## src/pkg/apm_pkg.sv

```systemverilog
// constants shared by the accelerometer power-mode end and its host end
package apm_pkg;

  // ------------------------------------------------------------------
  // link widths and device register map
  // ------------------------------------------------------------------
  localparam int unsigned ADDR_W = 8;
  localparam int unsigned DATA_W = 8;
  localparam int unsigned RATE_CODE_W = 4;
  localparam int unsigned SAMPLE_W = 16;
  localparam int unsigned REG_SPACE = 64;

  localparam logic [ADDR_W-1:0] RATE_REG_ADDR = 8'h2C;
  localparam logic [ADDR_W-1:0] PWR_REG_ADDR = 8'h2D;
  localparam logic [ADDR_W-1:0] SAMPLE_LO_ADDR = 8'h32;
  localparam logic [ADDR_W-1:0] SAMPLE_HI_ADDR = 8'h33;
  localparam logic [ADDR_W-1:0] SAMPLE_CNT_ADDR = 8'h34;

  localparam int unsigned MEASURE_BIT = 3;
  localparam int unsigned LOW_POWER_BIT = 4;
  localparam int unsigned RATE_CODE_LSB = 0;

  localparam logic [DATA_W-1:0] RATE_REG_RESET = 8'h0A;
  localparam logic [DATA_W-1:0] PWR_REG_RESET = 8'h00;
  localparam logic [DATA_W-1:0] RATE_REG_MASK = 8'h1F;
  localparam logic [DATA_W-1:0] PWR_MEASURE_CMD = 8'h08;
  localparam logic [DATA_W-1:0] PWR_STANDBY_CMD = 8'h00;

  // ------------------------------------------------------------------
  // rate codes and sample timing
  // ------------------------------------------------------------------
  localparam logic [RATE_CODE_W-1:0] MAX_RATE_CODE = 4'hF;
  localparam logic [RATE_CODE_W-1:0] LP_MIN_CODE = 4'h7;
  localparam logic [RATE_CODE_W-1:0] LP_MAX_CODE = 4'hC;
  localparam int unsigned CLK_HZ = 25_000_000;
  localparam int unsigned FASTEST_RATE_HZ = 3200;
  localparam int unsigned BASE_PERIOD_CYC = CLK_HZ / FASTEST_RATE_HZ;

  // ------------------------------------------------------------------
  // host software registers
  // ------------------------------------------------------------------
  localparam int unsigned HOST_ADDR_W = 2;
  localparam logic [HOST_ADDR_W-1:0] HOST_CFG_ADDR = 2'h0;
  localparam logic [HOST_ADDR_W-1:0] HOST_CMD_ADDR = 2'h1;
  localparam logic [HOST_ADDR_W-1:0] HOST_STAT_ADDR = 2'h2;
  localparam logic [HOST_ADDR_W-1:0] HOST_RDBK_ADDR = 2'h3;
  localparam int unsigned CMD_START_BIT = 0;
  localparam int unsigned CMD_STOP_BIT = 1;
  localparam int unsigned STAT_BUSY_BIT = 0;
  localparam int unsigned STAT_MEAS_BIT = 1;
  localparam int unsigned STAT_LPREF_BIT = 2;
  localparam logic [DATA_W-1:0] HOST_CFG_RESET = 8'h0A;

  typedef enum logic {
    APM_STANDBY = 1'b0,
    APM_MEASURE = 1'b1
  } apm_mode_e;

  typedef enum logic [2:0] {
    APM_H_IDLE = 3'h0,
    APM_H_WR_RATE = 3'h1,
    APM_H_WR_PWR = 3'h3,
    APM_H_RD_PWR = 3'h2,
    APM_H_RD_WAIT = 3'h6
  } apm_host_state_e;

endpackage : apm_pkg

```

## src/pkg/apm_if.sv

```systemverilog
// register link between the host end and the accelerometer end
`timescale 1ns/10ps
interface apm_if
  import apm_pkg::*;
();
  logic [ADDR_W-1:0] addr;
  logic [DATA_W-1:0] wdata;
  logic wr;
  logic rd;
  logic [DATA_W-1:0] rdata;

  modport dev (
    input addr,
    input wdata,
    input wr,
    input rd,
    output rdata
  );

  modport host (
    output addr,
    output wdata,
    output wr,
    output rd,
    input rdata
  );
endinterface : apm_if

```

## src/core/apm_device.sv

```systemverilog
// accelerometer end: register file, power mode and output data rate control
// Functional notes
// - after reset: standby, sensing off, await command
// - power_control bit 3 set enters measurement
// - power_control bit 3 clear returns to standby
// - registers writable and readable while in standby
// - host configures first, then sets measure
// - rate register bit 4 selects low power
// - code 1111 is 3200 Hz, halves per step
// - host uses low power only codes 0111-1100
// - self-test valid only with low power clear
// - standby keeps stored samples intact
//
// Local design decision: the strobed register port.
`timescale 1ns/10ps
module apm_device
  import apm_pkg::*;
#(
  parameter int unsigned BASE_PERIOD = BASE_PERIOD_CYC,
  parameter int unsigned CNT_W = 32
) (
  input wire logic clk_i,
  input wire logic reset_i,
  apm_if.dev link,
  input wire logic [SAMPLE_W-1:0] sample_i,
  output logic measuring_o,
  output logic low_power_o,
  output logic [RATE_CODE_W-1:0] rate_code_o,
  output logic sample_tick_o,
  output logic [SAMPLE_W-1:0] sample_o,
  output logic self_test_ok_o
);

  // ------------------------------------------------------------------
  // parameter check
  // ------------------------------------------------------------------
  generate
    if (BASE_PERIOD < 1 || CNT_W > 63 ||
        (64'(BASE_PERIOD) << 15) >= (64'd1 << CNT_W)) begin : g_bad_param
      $error("apm_device: BASE_PERIOD or CNT_W out of range");
    end
  endgenerate

  // ------------------------------------------------------------------
  // helpers
  // ------------------------------------------------------------------
  function automatic logic [CNT_W-1:0] period_of(input logic [RATE_CODE_W-1:0] code);
    logic [3:0] shift;
    shift = MAX_RATE_CODE - code;
    period_of = CNT_W'(BASE_PERIOD) << shift;
  endfunction : period_of

  function automatic logic in_space(input logic [ADDR_W-1:0] a);
    in_space = (32'(a) < REG_SPACE);
  endfunction : in_space

  // ------------------------------------------------------------------
  // state
  // ------------------------------------------------------------------
  apm_mode_e mode_q;
  apm_mode_e mode_d;
  logic [DATA_W-1:0] rate_q;
  logic [DATA_W-1:0] pwr_q;
  logic [DATA_W-1:0] mem_q [REG_SPACE];
  logic [SAMPLE_W-1:0] sample_q;
  logic [DATA_W-1:0] count_q;
  logic [CNT_W-1:0] cnt_q;
  logic [CNT_W-1:0] cnt_d;
  logic tick_q;
  logic [DATA_W-1:0] rd_data_q;

  // ------------------------------------------------------------------
  // address decode
  // ------------------------------------------------------------------
  wire hit_rate = (link.addr == RATE_REG_ADDR);
  wire hit_pwr = (link.addr == PWR_REG_ADDR);
  wire hit_slo = (link.addr == SAMPLE_LO_ADDR);
  wire hit_shi = (link.addr == SAMPLE_HI_ADDR);
  wire hit_cnt = (link.addr == SAMPLE_CNT_ADDR);
  wire hit_ro = hit_slo | hit_shi | hit_cnt;
  wire hit_mem = in_space(link.addr) & ~hit_rate & ~hit_pwr & ~hit_ro;
  wire wr_rate = link.wr & hit_rate;
  wire wr_pwr = link.wr & hit_pwr;
  wire wr_mem = link.wr & hit_mem;
  wire [$clog2(REG_SPACE)-1:0] mem_idx = link.addr[$clog2(REG_SPACE)-1:0];
  wire wr_measure = link.wdata[MEASURE_BIT];

  // ------------------------------------------------------------------
  // read mux
  // ------------------------------------------------------------------
  wire [DATA_W-1:0] rd_mux =
    hit_rate ? rate_q :
    hit_pwr ? pwr_q :
    hit_slo ? sample_q[DATA_W-1:0] :
    hit_shi ? sample_q[SAMPLE_W-1:DATA_W] :
    hit_cnt ? count_q :
    hit_mem ? mem_q[mem_idx] :
    8'h00;

  // ------------------------------------------------------------------
  // rate and power decode
  // ------------------------------------------------------------------
  wire [RATE_CODE_W-1:0] rate_code = rate_q[RATE_CODE_LSB +: RATE_CODE_W];
  wire low_power = rate_q[LOW_POWER_BIT];
  wire measuring = (mode_q == APM_MEASURE);
  wire sample_due = measuring & (cnt_q == '0);

  // ------------------------------------------------------------------
  // mode machine
  // ------------------------------------------------------------------
  always_comb begin
    mode_d = mode_q;
    case (mode_q)
      APM_STANDBY: begin
        if (wr_pwr && wr_measure) begin
          mode_d = APM_MEASURE;
        end
      end
      APM_MEASURE: begin
        if (wr_pwr && !wr_measure) begin
          mode_d = APM_STANDBY;
        end
      end
      default: begin
        mode_d = APM_STANDBY;
      end
    endcase
  end

  // ------------------------------------------------------------------
  // output data rate timer
  // ------------------------------------------------------------------
  always_comb begin
    if (!measuring || sample_due) begin
      cnt_d = period_of(rate_code) - CNT_W'(1);
    end else begin
      cnt_d = cnt_q - CNT_W'(1);
    end
  end

  // ------------------------------------------------------------------
  // registers
  // ------------------------------------------------------------------
  always_ff @(posedge clk_i) begin
    if (reset_i) begin
      mode_q <= APM_STANDBY;
      rate_q <= RATE_REG_RESET;
      pwr_q <= PWR_REG_RESET;
    end else begin
      mode_q <= mode_d;
      if (wr_rate) begin
        rate_q <= link.wdata & RATE_REG_MASK;
      end
      if (wr_pwr) begin
        pwr_q <= link.wdata;
      end
    end
  end

  always_ff @(posedge clk_i) begin
    if (wr_mem) begin
      mem_q[mem_idx] <= link.wdata;
    end
  end

  always_ff @(posedge clk_i) begin
    if (reset_i) begin
      rd_data_q <= 8'h00;
    end else begin
      rd_data_q <= link.rd ? rd_mux : 8'h00;
    end
  end

  always_ff @(posedge clk_i) begin
    if (reset_i) begin
      cnt_q <= '0;
      tick_q <= 1'b0;
    end else begin
      cnt_q <= cnt_d;
      tick_q <= sample_due;
    end
  end

  // sample store is left alone by standby
  always_ff @(posedge clk_i) begin
    if (reset_i) begin
      sample_q <= '0;
      count_q <= 8'h00;
    end else if (sample_due) begin
      sample_q <= sample_i;
      count_q <= count_q + 8'h01;
    end
  end

  // ------------------------------------------------------------------
  // outputs
  // ------------------------------------------------------------------
  assign link.rdata = rd_data_q;
  assign measuring_o = measuring;
  assign low_power_o = low_power;
  assign rate_code_o = rate_code;
  assign sample_tick_o = tick_q;
  assign sample_o = sample_q;
  assign self_test_ok_o = measuring & ~low_power;

endmodule : apm_device

```

## src/flat_wrapper.sv

```systemverilog
// flat-port wrapper written by rule: the top's interface ports become plain ports
module apm_device_flat import apm_pkg::*;
#(
  parameter int unsigned BASE_PERIOD = BASE_PERIOD_CYC,
  parameter int unsigned CNT_W = 32
)
  (clk_i, reset_i, sample_i, measuring_o, low_power_o, rate_code_o, sample_tick_o, sample_o, self_test_ok_o, link_addr, link_wdata, link_wr, link_rd, link_rdata);
  apm_if link_i ();
  input wire logic clk_i;
  input wire logic reset_i;
  input wire logic [SAMPLE_W-1:0] sample_i;
  output logic measuring_o;
  output logic low_power_o;
  output logic [RATE_CODE_W-1:0] rate_code_o;
  output logic sample_tick_o;
  output logic [SAMPLE_W-1:0] sample_o;
  output logic self_test_ok_o;
  input wire logic [$bits(link_i.addr)-1:0] link_addr;
  input wire logic [$bits(link_i.wdata)-1:0] link_wdata;
  input wire logic [$bits(link_i.wr)-1:0] link_wr;
  input wire logic [$bits(link_i.rd)-1:0] link_rd;
  output wire logic [$bits(link_i.rdata)-1:0] link_rdata;
  assign link_i.addr = link_addr;
  assign link_i.wdata = link_wdata;
  assign link_i.wr = link_wr;
  assign link_i.rd = link_rd;
  assign link_rdata = link_i.rdata;
  apm_device #(.BASE_PERIOD(BASE_PERIOD), .CNT_W(CNT_W)) u_core (.clk_i(clk_i), .reset_i(reset_i), .link(link_i), .sample_i(sample_i), .measuring_o(measuring_o), .low_power_o(low_power_o), .rate_code_o(rate_code_o), .sample_tick_o(sample_tick_o), .sample_o(sample_o), .self_test_ok_o(self_test_ok_o));
endmodule
```

## config.mk

```make
export PLATFORM = sky130hd
export DESIGN_NAME = apm_device_flat
export DESIGN_NICKNAME = d
export VERILOG_FILES = /design/src/pkg/apm_pkg.sv /design/src/pkg/apm_if.sv /design/src/core/apm_device.sv /design/src/flat_wrapper.sv
export SDC_FILE = /design/constraint.sdc
export NUM_CORES = 1
export LEC_CHECK = 0
export BUFFER_PORTS_ARGS = -buffer_cell sky130_fd_sc_hd__buf_2
export CORE_MARGIN = 2
export CORE_UTILIZATION = 50
export DETAILED_ROUTE_END_ITERATION = 16
export GPL_TIMING_DRIVEN = 0
export PLACE_DENSITY = 0.78
export SYNTH_ARGS = -nofsm -noshare
export SYNTH_HDL_FRONTEND = slang
export SYNTH_SLANG_ARGS = --single-unit
```

## constraint.sdc

```tcl
create_clock -name clk_i -period 10.3 [get_ports clk_i]
set_input_delay 1.03 -clock clk_i [delete_from_list [all_inputs] [get_ports clk_i]]
set_output_delay 1.03 -clock clk_i [all_outputs]
set_load 0.05 [all_outputs]
```

## Word level (Yosys, flattened, before mapping)

Memories as Yosys holds them, arrays and structs flattened.
Cells that the tools add are included.

- Shift-type cells: 1
- $add $sub $neg: 4
- Muxes and demuxes: 12
- Equality and inequality tests: 5
- Reductions and logical operators: 8
- Bitwise operators: 16
- $lt $le $gt $ge: 1
- Multipliers: 0
- Div/mod/pow operators: 0

Operator list:

| operator | count |
|---|---|
| subtractor 32 x 1 -> 32 bit (second input constant) | 2 |
| == test 8 x 6 -> 1 bit (second input constant) | 5 |
| two-way mux 8 bit | 5 |
| zero test 32 bit | 1 |
| two-way mux 32 bit | 1 |
| left shift 13 x 4 -> 32 bit (first input constant) | 1 |
| adder 8 x 1 -> 8 bit (second input constant) | 1 |
| bitwise AND 1 bit | 8 |
| less-than comparator 8 x 7 -> 1 bit (second input constant) | 1 |
| inverter 1 bit | 6 |
| two-way mux 5 bit | 1 |
| two-way mux 1 bit | 4 |
| subtractor 4 bit (first input constant) | 1 |
| OR reduction 3 bit | 1 |
| logical AND 1 bit | 2 |
| zero test 1 bit | 2 |
| bitwise OR 1 bit | 2 |
| one-hot mux 1 bit (2 select lines) | 1 |
| OR reduction 2 bit | 1 |
| logical OR 1 bit | 1 |

- Memories: 1
- Bits in read-only memories: 0
- Bits in latches: 0
- Memory bits (writable): 512
- Output and inout bits: 32
- Word-level logic and storage cells: 57
- Flip-flop bits (word level): 79

Memories:

| name | depth | width | read ports | clocked after memory_dff | write ports | RTL line | source |
|---|---|---|---|---|---|---|---|
| u_core.mem_q | 64 | 8 | 1 | 0 | 1 | apm_device.sv:64 | `logic [DATA_W-1:0] mem_q [REG_SPACE];` |

## Depth between registers and ports, before layout

- Depth after elaboration: 11
- Depth in mapped cells: 13
- Depth with buffers taken out: 9

## Least setup slack after synthesis

OpenSTA, ideal clock, no wires.

- Path kind: input port to flip-flop
- Start: input link_addr[2]
- End: memory u_core.mem_q[0][0], enable pin
- Cell stages on the path: 7
- Path slack: 6.870 ns
- Data arrival time: 3.060 ns
- Setup time: 0.370 ns
- Cell sequence: clkbuf_1 > nor3_1 > clkbuf_1 > buf_1 > buf_1 > nand2_1 > nor2_1

- Word-level cells in the longest chain between the ends: 8
- Elaborated cells between the ends (all ways): 17
- Classes of those cells: 1 x order compare; 5 x eq/ne; 2 x mux; 9 x bitwise

RTL lines:

| element | RTL line | source |
|---|---|---|
| start: declaration | flat_wrapper.sv:18 | `input wire logic [$bits(link_i.addr)-1:0] link_addr;` |
| branches (longest 8 deep; another with less-than comparator 8 x 7 -> 1 bit) | - |  |
| end: declaration | apm_device.sv:64 |  |

Parallel ways; which one is timed is not known.

## Final worst setup path

- Start: input link_addr[2]
- End: memory u_core.mem_q[24][1], enable pin

The elaborated chain is that of the path after synthesis.

==> flow_summary.rst <==
.. list-table::
   :header-rows: 1

   * - Metric
     - Value
   * - Number of nets in the finished design
     - 1920
   * - Required @ worst endpoint
     - 10570 ps
   * - Proportion of register bits with asynchronous set or reset after synthesis
     - 0%
   * - Sequential area share after synthesis
     - 70.5%
   * - Worst hold slack
     - 460 ps
   * - Setup TNS
     - 0 ps
   * - Width of the die
     - 223 um
   * - Number of enable-type register cells in the synthesized netlist
     - 512
   * - Largest family of logic cells by synthesized area
     - compound AO/OA/AOI/OAI gates
   * - CTS sink count
     - 590
   * - Adder-cell share of the synthesized area
     - 0.146%
   * - RSZ-0062 raised after global routing
     - no
   * - CTS H-tree depth
     - 2
   * - Power density cells
     - 186 mW/mm2
   * - Maximum fanout along the worst path
     - 10
   * - Post-placement cell area
     - 0.0253 mm2
   * - Detail Route Antenna Nets
     - 0
   * - Result of the run
     - complete, but fails checks
   * - Number of iterations in the first detailed-routing pass
     - 9
   * - Fill cell count
     - 3599
   * - CTS Buf Count
     - 57
   * - Via count of the routed design
     - 17.3k
   * - HPWL after DPL
     - 49200 um
   * - Overall routing resource usage
     - 31.1%
   * - Layout cell share with drive strength beyond 1
     - 11.6%
   * - I/O pin count
     - 68
   * - Vias in the first global route
     - 16.6k
   * - Signal arrival time at the worst endpoint
     - 6670 ps
   * - Netlist cell types
     - 90
   * - Grt ovf
     - 0
   * - Cts repair resizes
     - 0
   * - Post-route DRC violation count
     - 0
   * - Area growth from synthesis to layout
     - 13.2%
   * - Violations in the final reports
     - max-capacitance violations, max-slew violations
   * - Number of setup buffers added after CTS
     - 0
   * - Maximum clock rate
     - 156 MHz
   * - Number of hold buffers added after cts
     - 0
   * - Number of failing hold endpoints at the final stage
     - 0
   * - Max Slew Vio Count
     - 2
   * - CTS tree
     - done
   * - Clock input transition at the sequential cells of the worst setup and hold paths
     - 60 ps
   * - Proportion of synthesized area in mux cells
     - 4.33%
   * - Flip-flop and latch count after synthesis
     - 590
   * - Area share of xor/xnor cells in the synthesized design
     - 0.839%
   * - Average vias per placed instance
     - 6.78
   * - Number of antenna violations at the first check in global routing
     - 3
   * - Actual transition at the worst max-transition pin
     - 1540 ps
   * - Critical path class
     - input port to flip-flop
   * - WL/cell
     - 30.5 um
   * - Endpoints failing setup
     - 0
   * - Endpoint class of the critical path
     - flip-flop
   * - Number of violations of the max-capacitance limit
     - 1
   * - Syn_area_per_cell
     - 14.0 um2
   * - Die Y
     - 223 um
   * - Final weighted congestion of routability-driven global placement
     - 1.01
   * - Die footprint
     - 0.0498 mm2
   * - Starting density of the core
     - 50.5%
   * - Part of the cycle the worst path needs
     - 62.2%
   * - Port bufs
     - 65
   * - First-pass GRT wire length
     - 111000 um
   * - Length in cells of the worst reg-to-reg path
     - 13
   * - Most used flip-flop cell after synthesis
     - sky130_fd_sc_hd__edfxtp_1
   * - Crit path time final
     - 6400 ps
   * - Maximum number of pins on one net before global-route repair
     - 67
   * - Worst vdd ir
     - 0.177 mV
   * - Core Region
     - 0.0475 mm2
   * - Final routed wirelength across all metal layers
     - 77700 um
   * - Complex-gate fraction of the synthesized area
     - 13.5%
   * - Number of instances in the synthesized netlist
     - 1719
   * - Number of DRC violations after detailed-routing iteration 0
     - 2965
   * - FP Rows
     - 80
   * - Area fraction in and, or, nand and nor cells after synthesis
     - 8.52%
   * - Pleak
     - 8.82 nW
   * - Clock root buffer
     - sky130_fd_sc_hd__clkbuf_16
   * - Max_slew headroom
     - -3.71%
   * - Worst hold stages
     - 2
   * - Worst hold path type
     - flip-flop to flip-flop
   * - Worst-Skew Late Latency
     - 660 ps
   * - Critical Path Start Type
     - input port
   * - Final std cell area, no fill
     - 0.0272 mm2
   * - Cell area after technology mapping
     - 0.0240 mm2
   * - Setup Skew
     - 46.6 ps
   * - Yosys warning count
     - 0
   * - Number of buffers on the longest clock path
     - 3
-- power breakdown --
group | switching, mW | internal [mW] | total [mW]
clock network | 0.938 | 1.23 | 2.17
registers | 0.00784 | 2.62 | 2.62
logic | 0.207 | 0.0653 | 0.272
-- layout by cell type, fill, tap and decap left out, types with 27 or more instances in the layout --
master / Yosys / layout
sky130_fd_sc_hd__edfxtp_1: 512 / 512
sky130_fd_sc_hd__mux2i_1: 50 / 50
sky130_fd_sc_hd__a21oi_1: 104 / 104
sky130_fd_sc_hd__a221oi_1: 54 / 54
sky130_fd_sc_hd__nand2_1: 131 / 131
sky130_fd_sc_hd__nor2_1: 141 / 141
sky130_fd_sc_hd__o21ai_0: 54 / 54
sky130_fd_sc_hd__mux2_2: 30 / 30
sky130_fd_sc_hd__buf_2: 12 / 77
sky130_fd_sc_hd__dfxtp_1: 78 / 78
sky130_fd_sc_hd__clkbuf_1: 90 / 97
sky130_fd_sc_hd__clkbuf_16: 0 / 58
sky130_fd_sc_hd__nand3_1: 27 / 27
sky130_fd_sc_hd__a22oi_1: 99 / 99
sky130_fd_sc_hd__conb_1: 1 / 40
-- synth_stat cells, drive strengths merged, types with 7 or more instances --
cell type	count	area share [%]
buf	29	0.55
nor2	141	2.2
xor2	13	0.47
mux2	30	1.4
a22o	16	0.58
o21ai	56	1.2
nand2b	7	0.18
inv	9	0.14
o22ai	20	0.52
mux2i	50	2.1
nor2b	13	0.34
a31oi	22	0.64
a21oi	104	2.2
nor4	14	0.52
edfxtp	512	64
clkbuf	90	1.4
a221oi	54	2.0
o2bb2ai	7	0.26
and2	8	0.21
a22oi	99	3.1
nor3	24	0.54
xnor2	10	0.36
dfxtp	78	6.5
a21o	11	0.35
nand3	27	0.56
mux4	9	0.84
nand4	10	0.35
and3	12	0.31
nand2	131	2.0
-- critical path, cell delays in order --
cell	delay (ps)
sky130_fd_sc_hd__buf_2	140
sky130_fd_sc_hd__clkbuf_1	230
sky130_fd_sc_hd__nor3_1	700
sky130_fd_sc_hd__clkbuf_1	850
sky130_fd_sc_hd__buf_1	830
sky130_fd_sc_hd__buf_1	1030
sky130_fd_sc_hd__nand2_1	800
sky130_fd_sc_hd__nor2_1	1050
-- flip-flops by register name, indices dropped and copies added, names as in the netlist --
signal,count
u_core.cnt_q,32
u_core.sample_o,16
u_core.sample_tick_o,1
u_core.mem_q,512
u_core.count_q,8
u_core.link.rdata,8
u_core.pwr_q,8
u_core.rate_q,5
-- path summary, 6_finish.rpt --
check,to,start,slack [ps]
setup / recovery,u_core.mem_q[24][1],link_addr[2],3900
hold / removal,u_core.pwr_q[0],u_core.pwr_q[0],460
setup reg to reg,u_core.cnt_q[30],u_core.cnt_q[21],6170
hold reg to reg,u_core.pwr_q[0],u_core.pwr_q[0],460
-- metal layers --
layer,global-route usage (%),up-vias,share of wire [%]
met1,39.7,8329,34
met2,47.0,1535,45
met4,19.5,0,7.2
li1,-,7046,-
met5,0,-,0
met3,8.97,350,14
-- layout make-up --
class	instances	area, um2	area share [%]
sequential	590	16900	62.3
multi-input combinational	1039	6720	24.7
clock buffer	65	1480	5.43
tap	615	769	2.83
buffer	119	469	1.73
clock inverter	37	442	1.62
timing repair buffer	65	325	1.20
inverter	10	37.5	0.138
antenna	4	10.0	0.0368
-- through the flow --
| step | instances | total power [mW] | setup slack (ps) | utilization [%] |
|---|---|---|---|---|
| 4_1_cts | 2540 | 5.04 | 4390 | 57.2 |
| 2_1_floorplan | 1758 | 2.79 | 6870 | - |
| 3_5_place_dp | 2438 | 2.93 | 3910 | 53.1 |
| 3_3_place_gp | 2438 | 2.92 | 4070 | 53.1 |
| 6_report | 2544 | 5.07 | 3900 | 57.2 |
| 5_1_grt | 2540 | 5.15 | 4160 | 57.2 |
-- logic make-up (layout without fill, tap and decap cells) --
family | after synthesis | count (layout)
AOI/OAI and AO/OA | 460 | 460
xor gates and xnor gates | 23 | 23
adders and majority gates | 3 | 3
buffers and inverters | 129 | 296
DFF | 590 | 590
muxes | 89 | 89
other | 1 | 44
and+or+nand+nor | 424 | 424
Note: power is estimated with default switching activity, not from simulation.
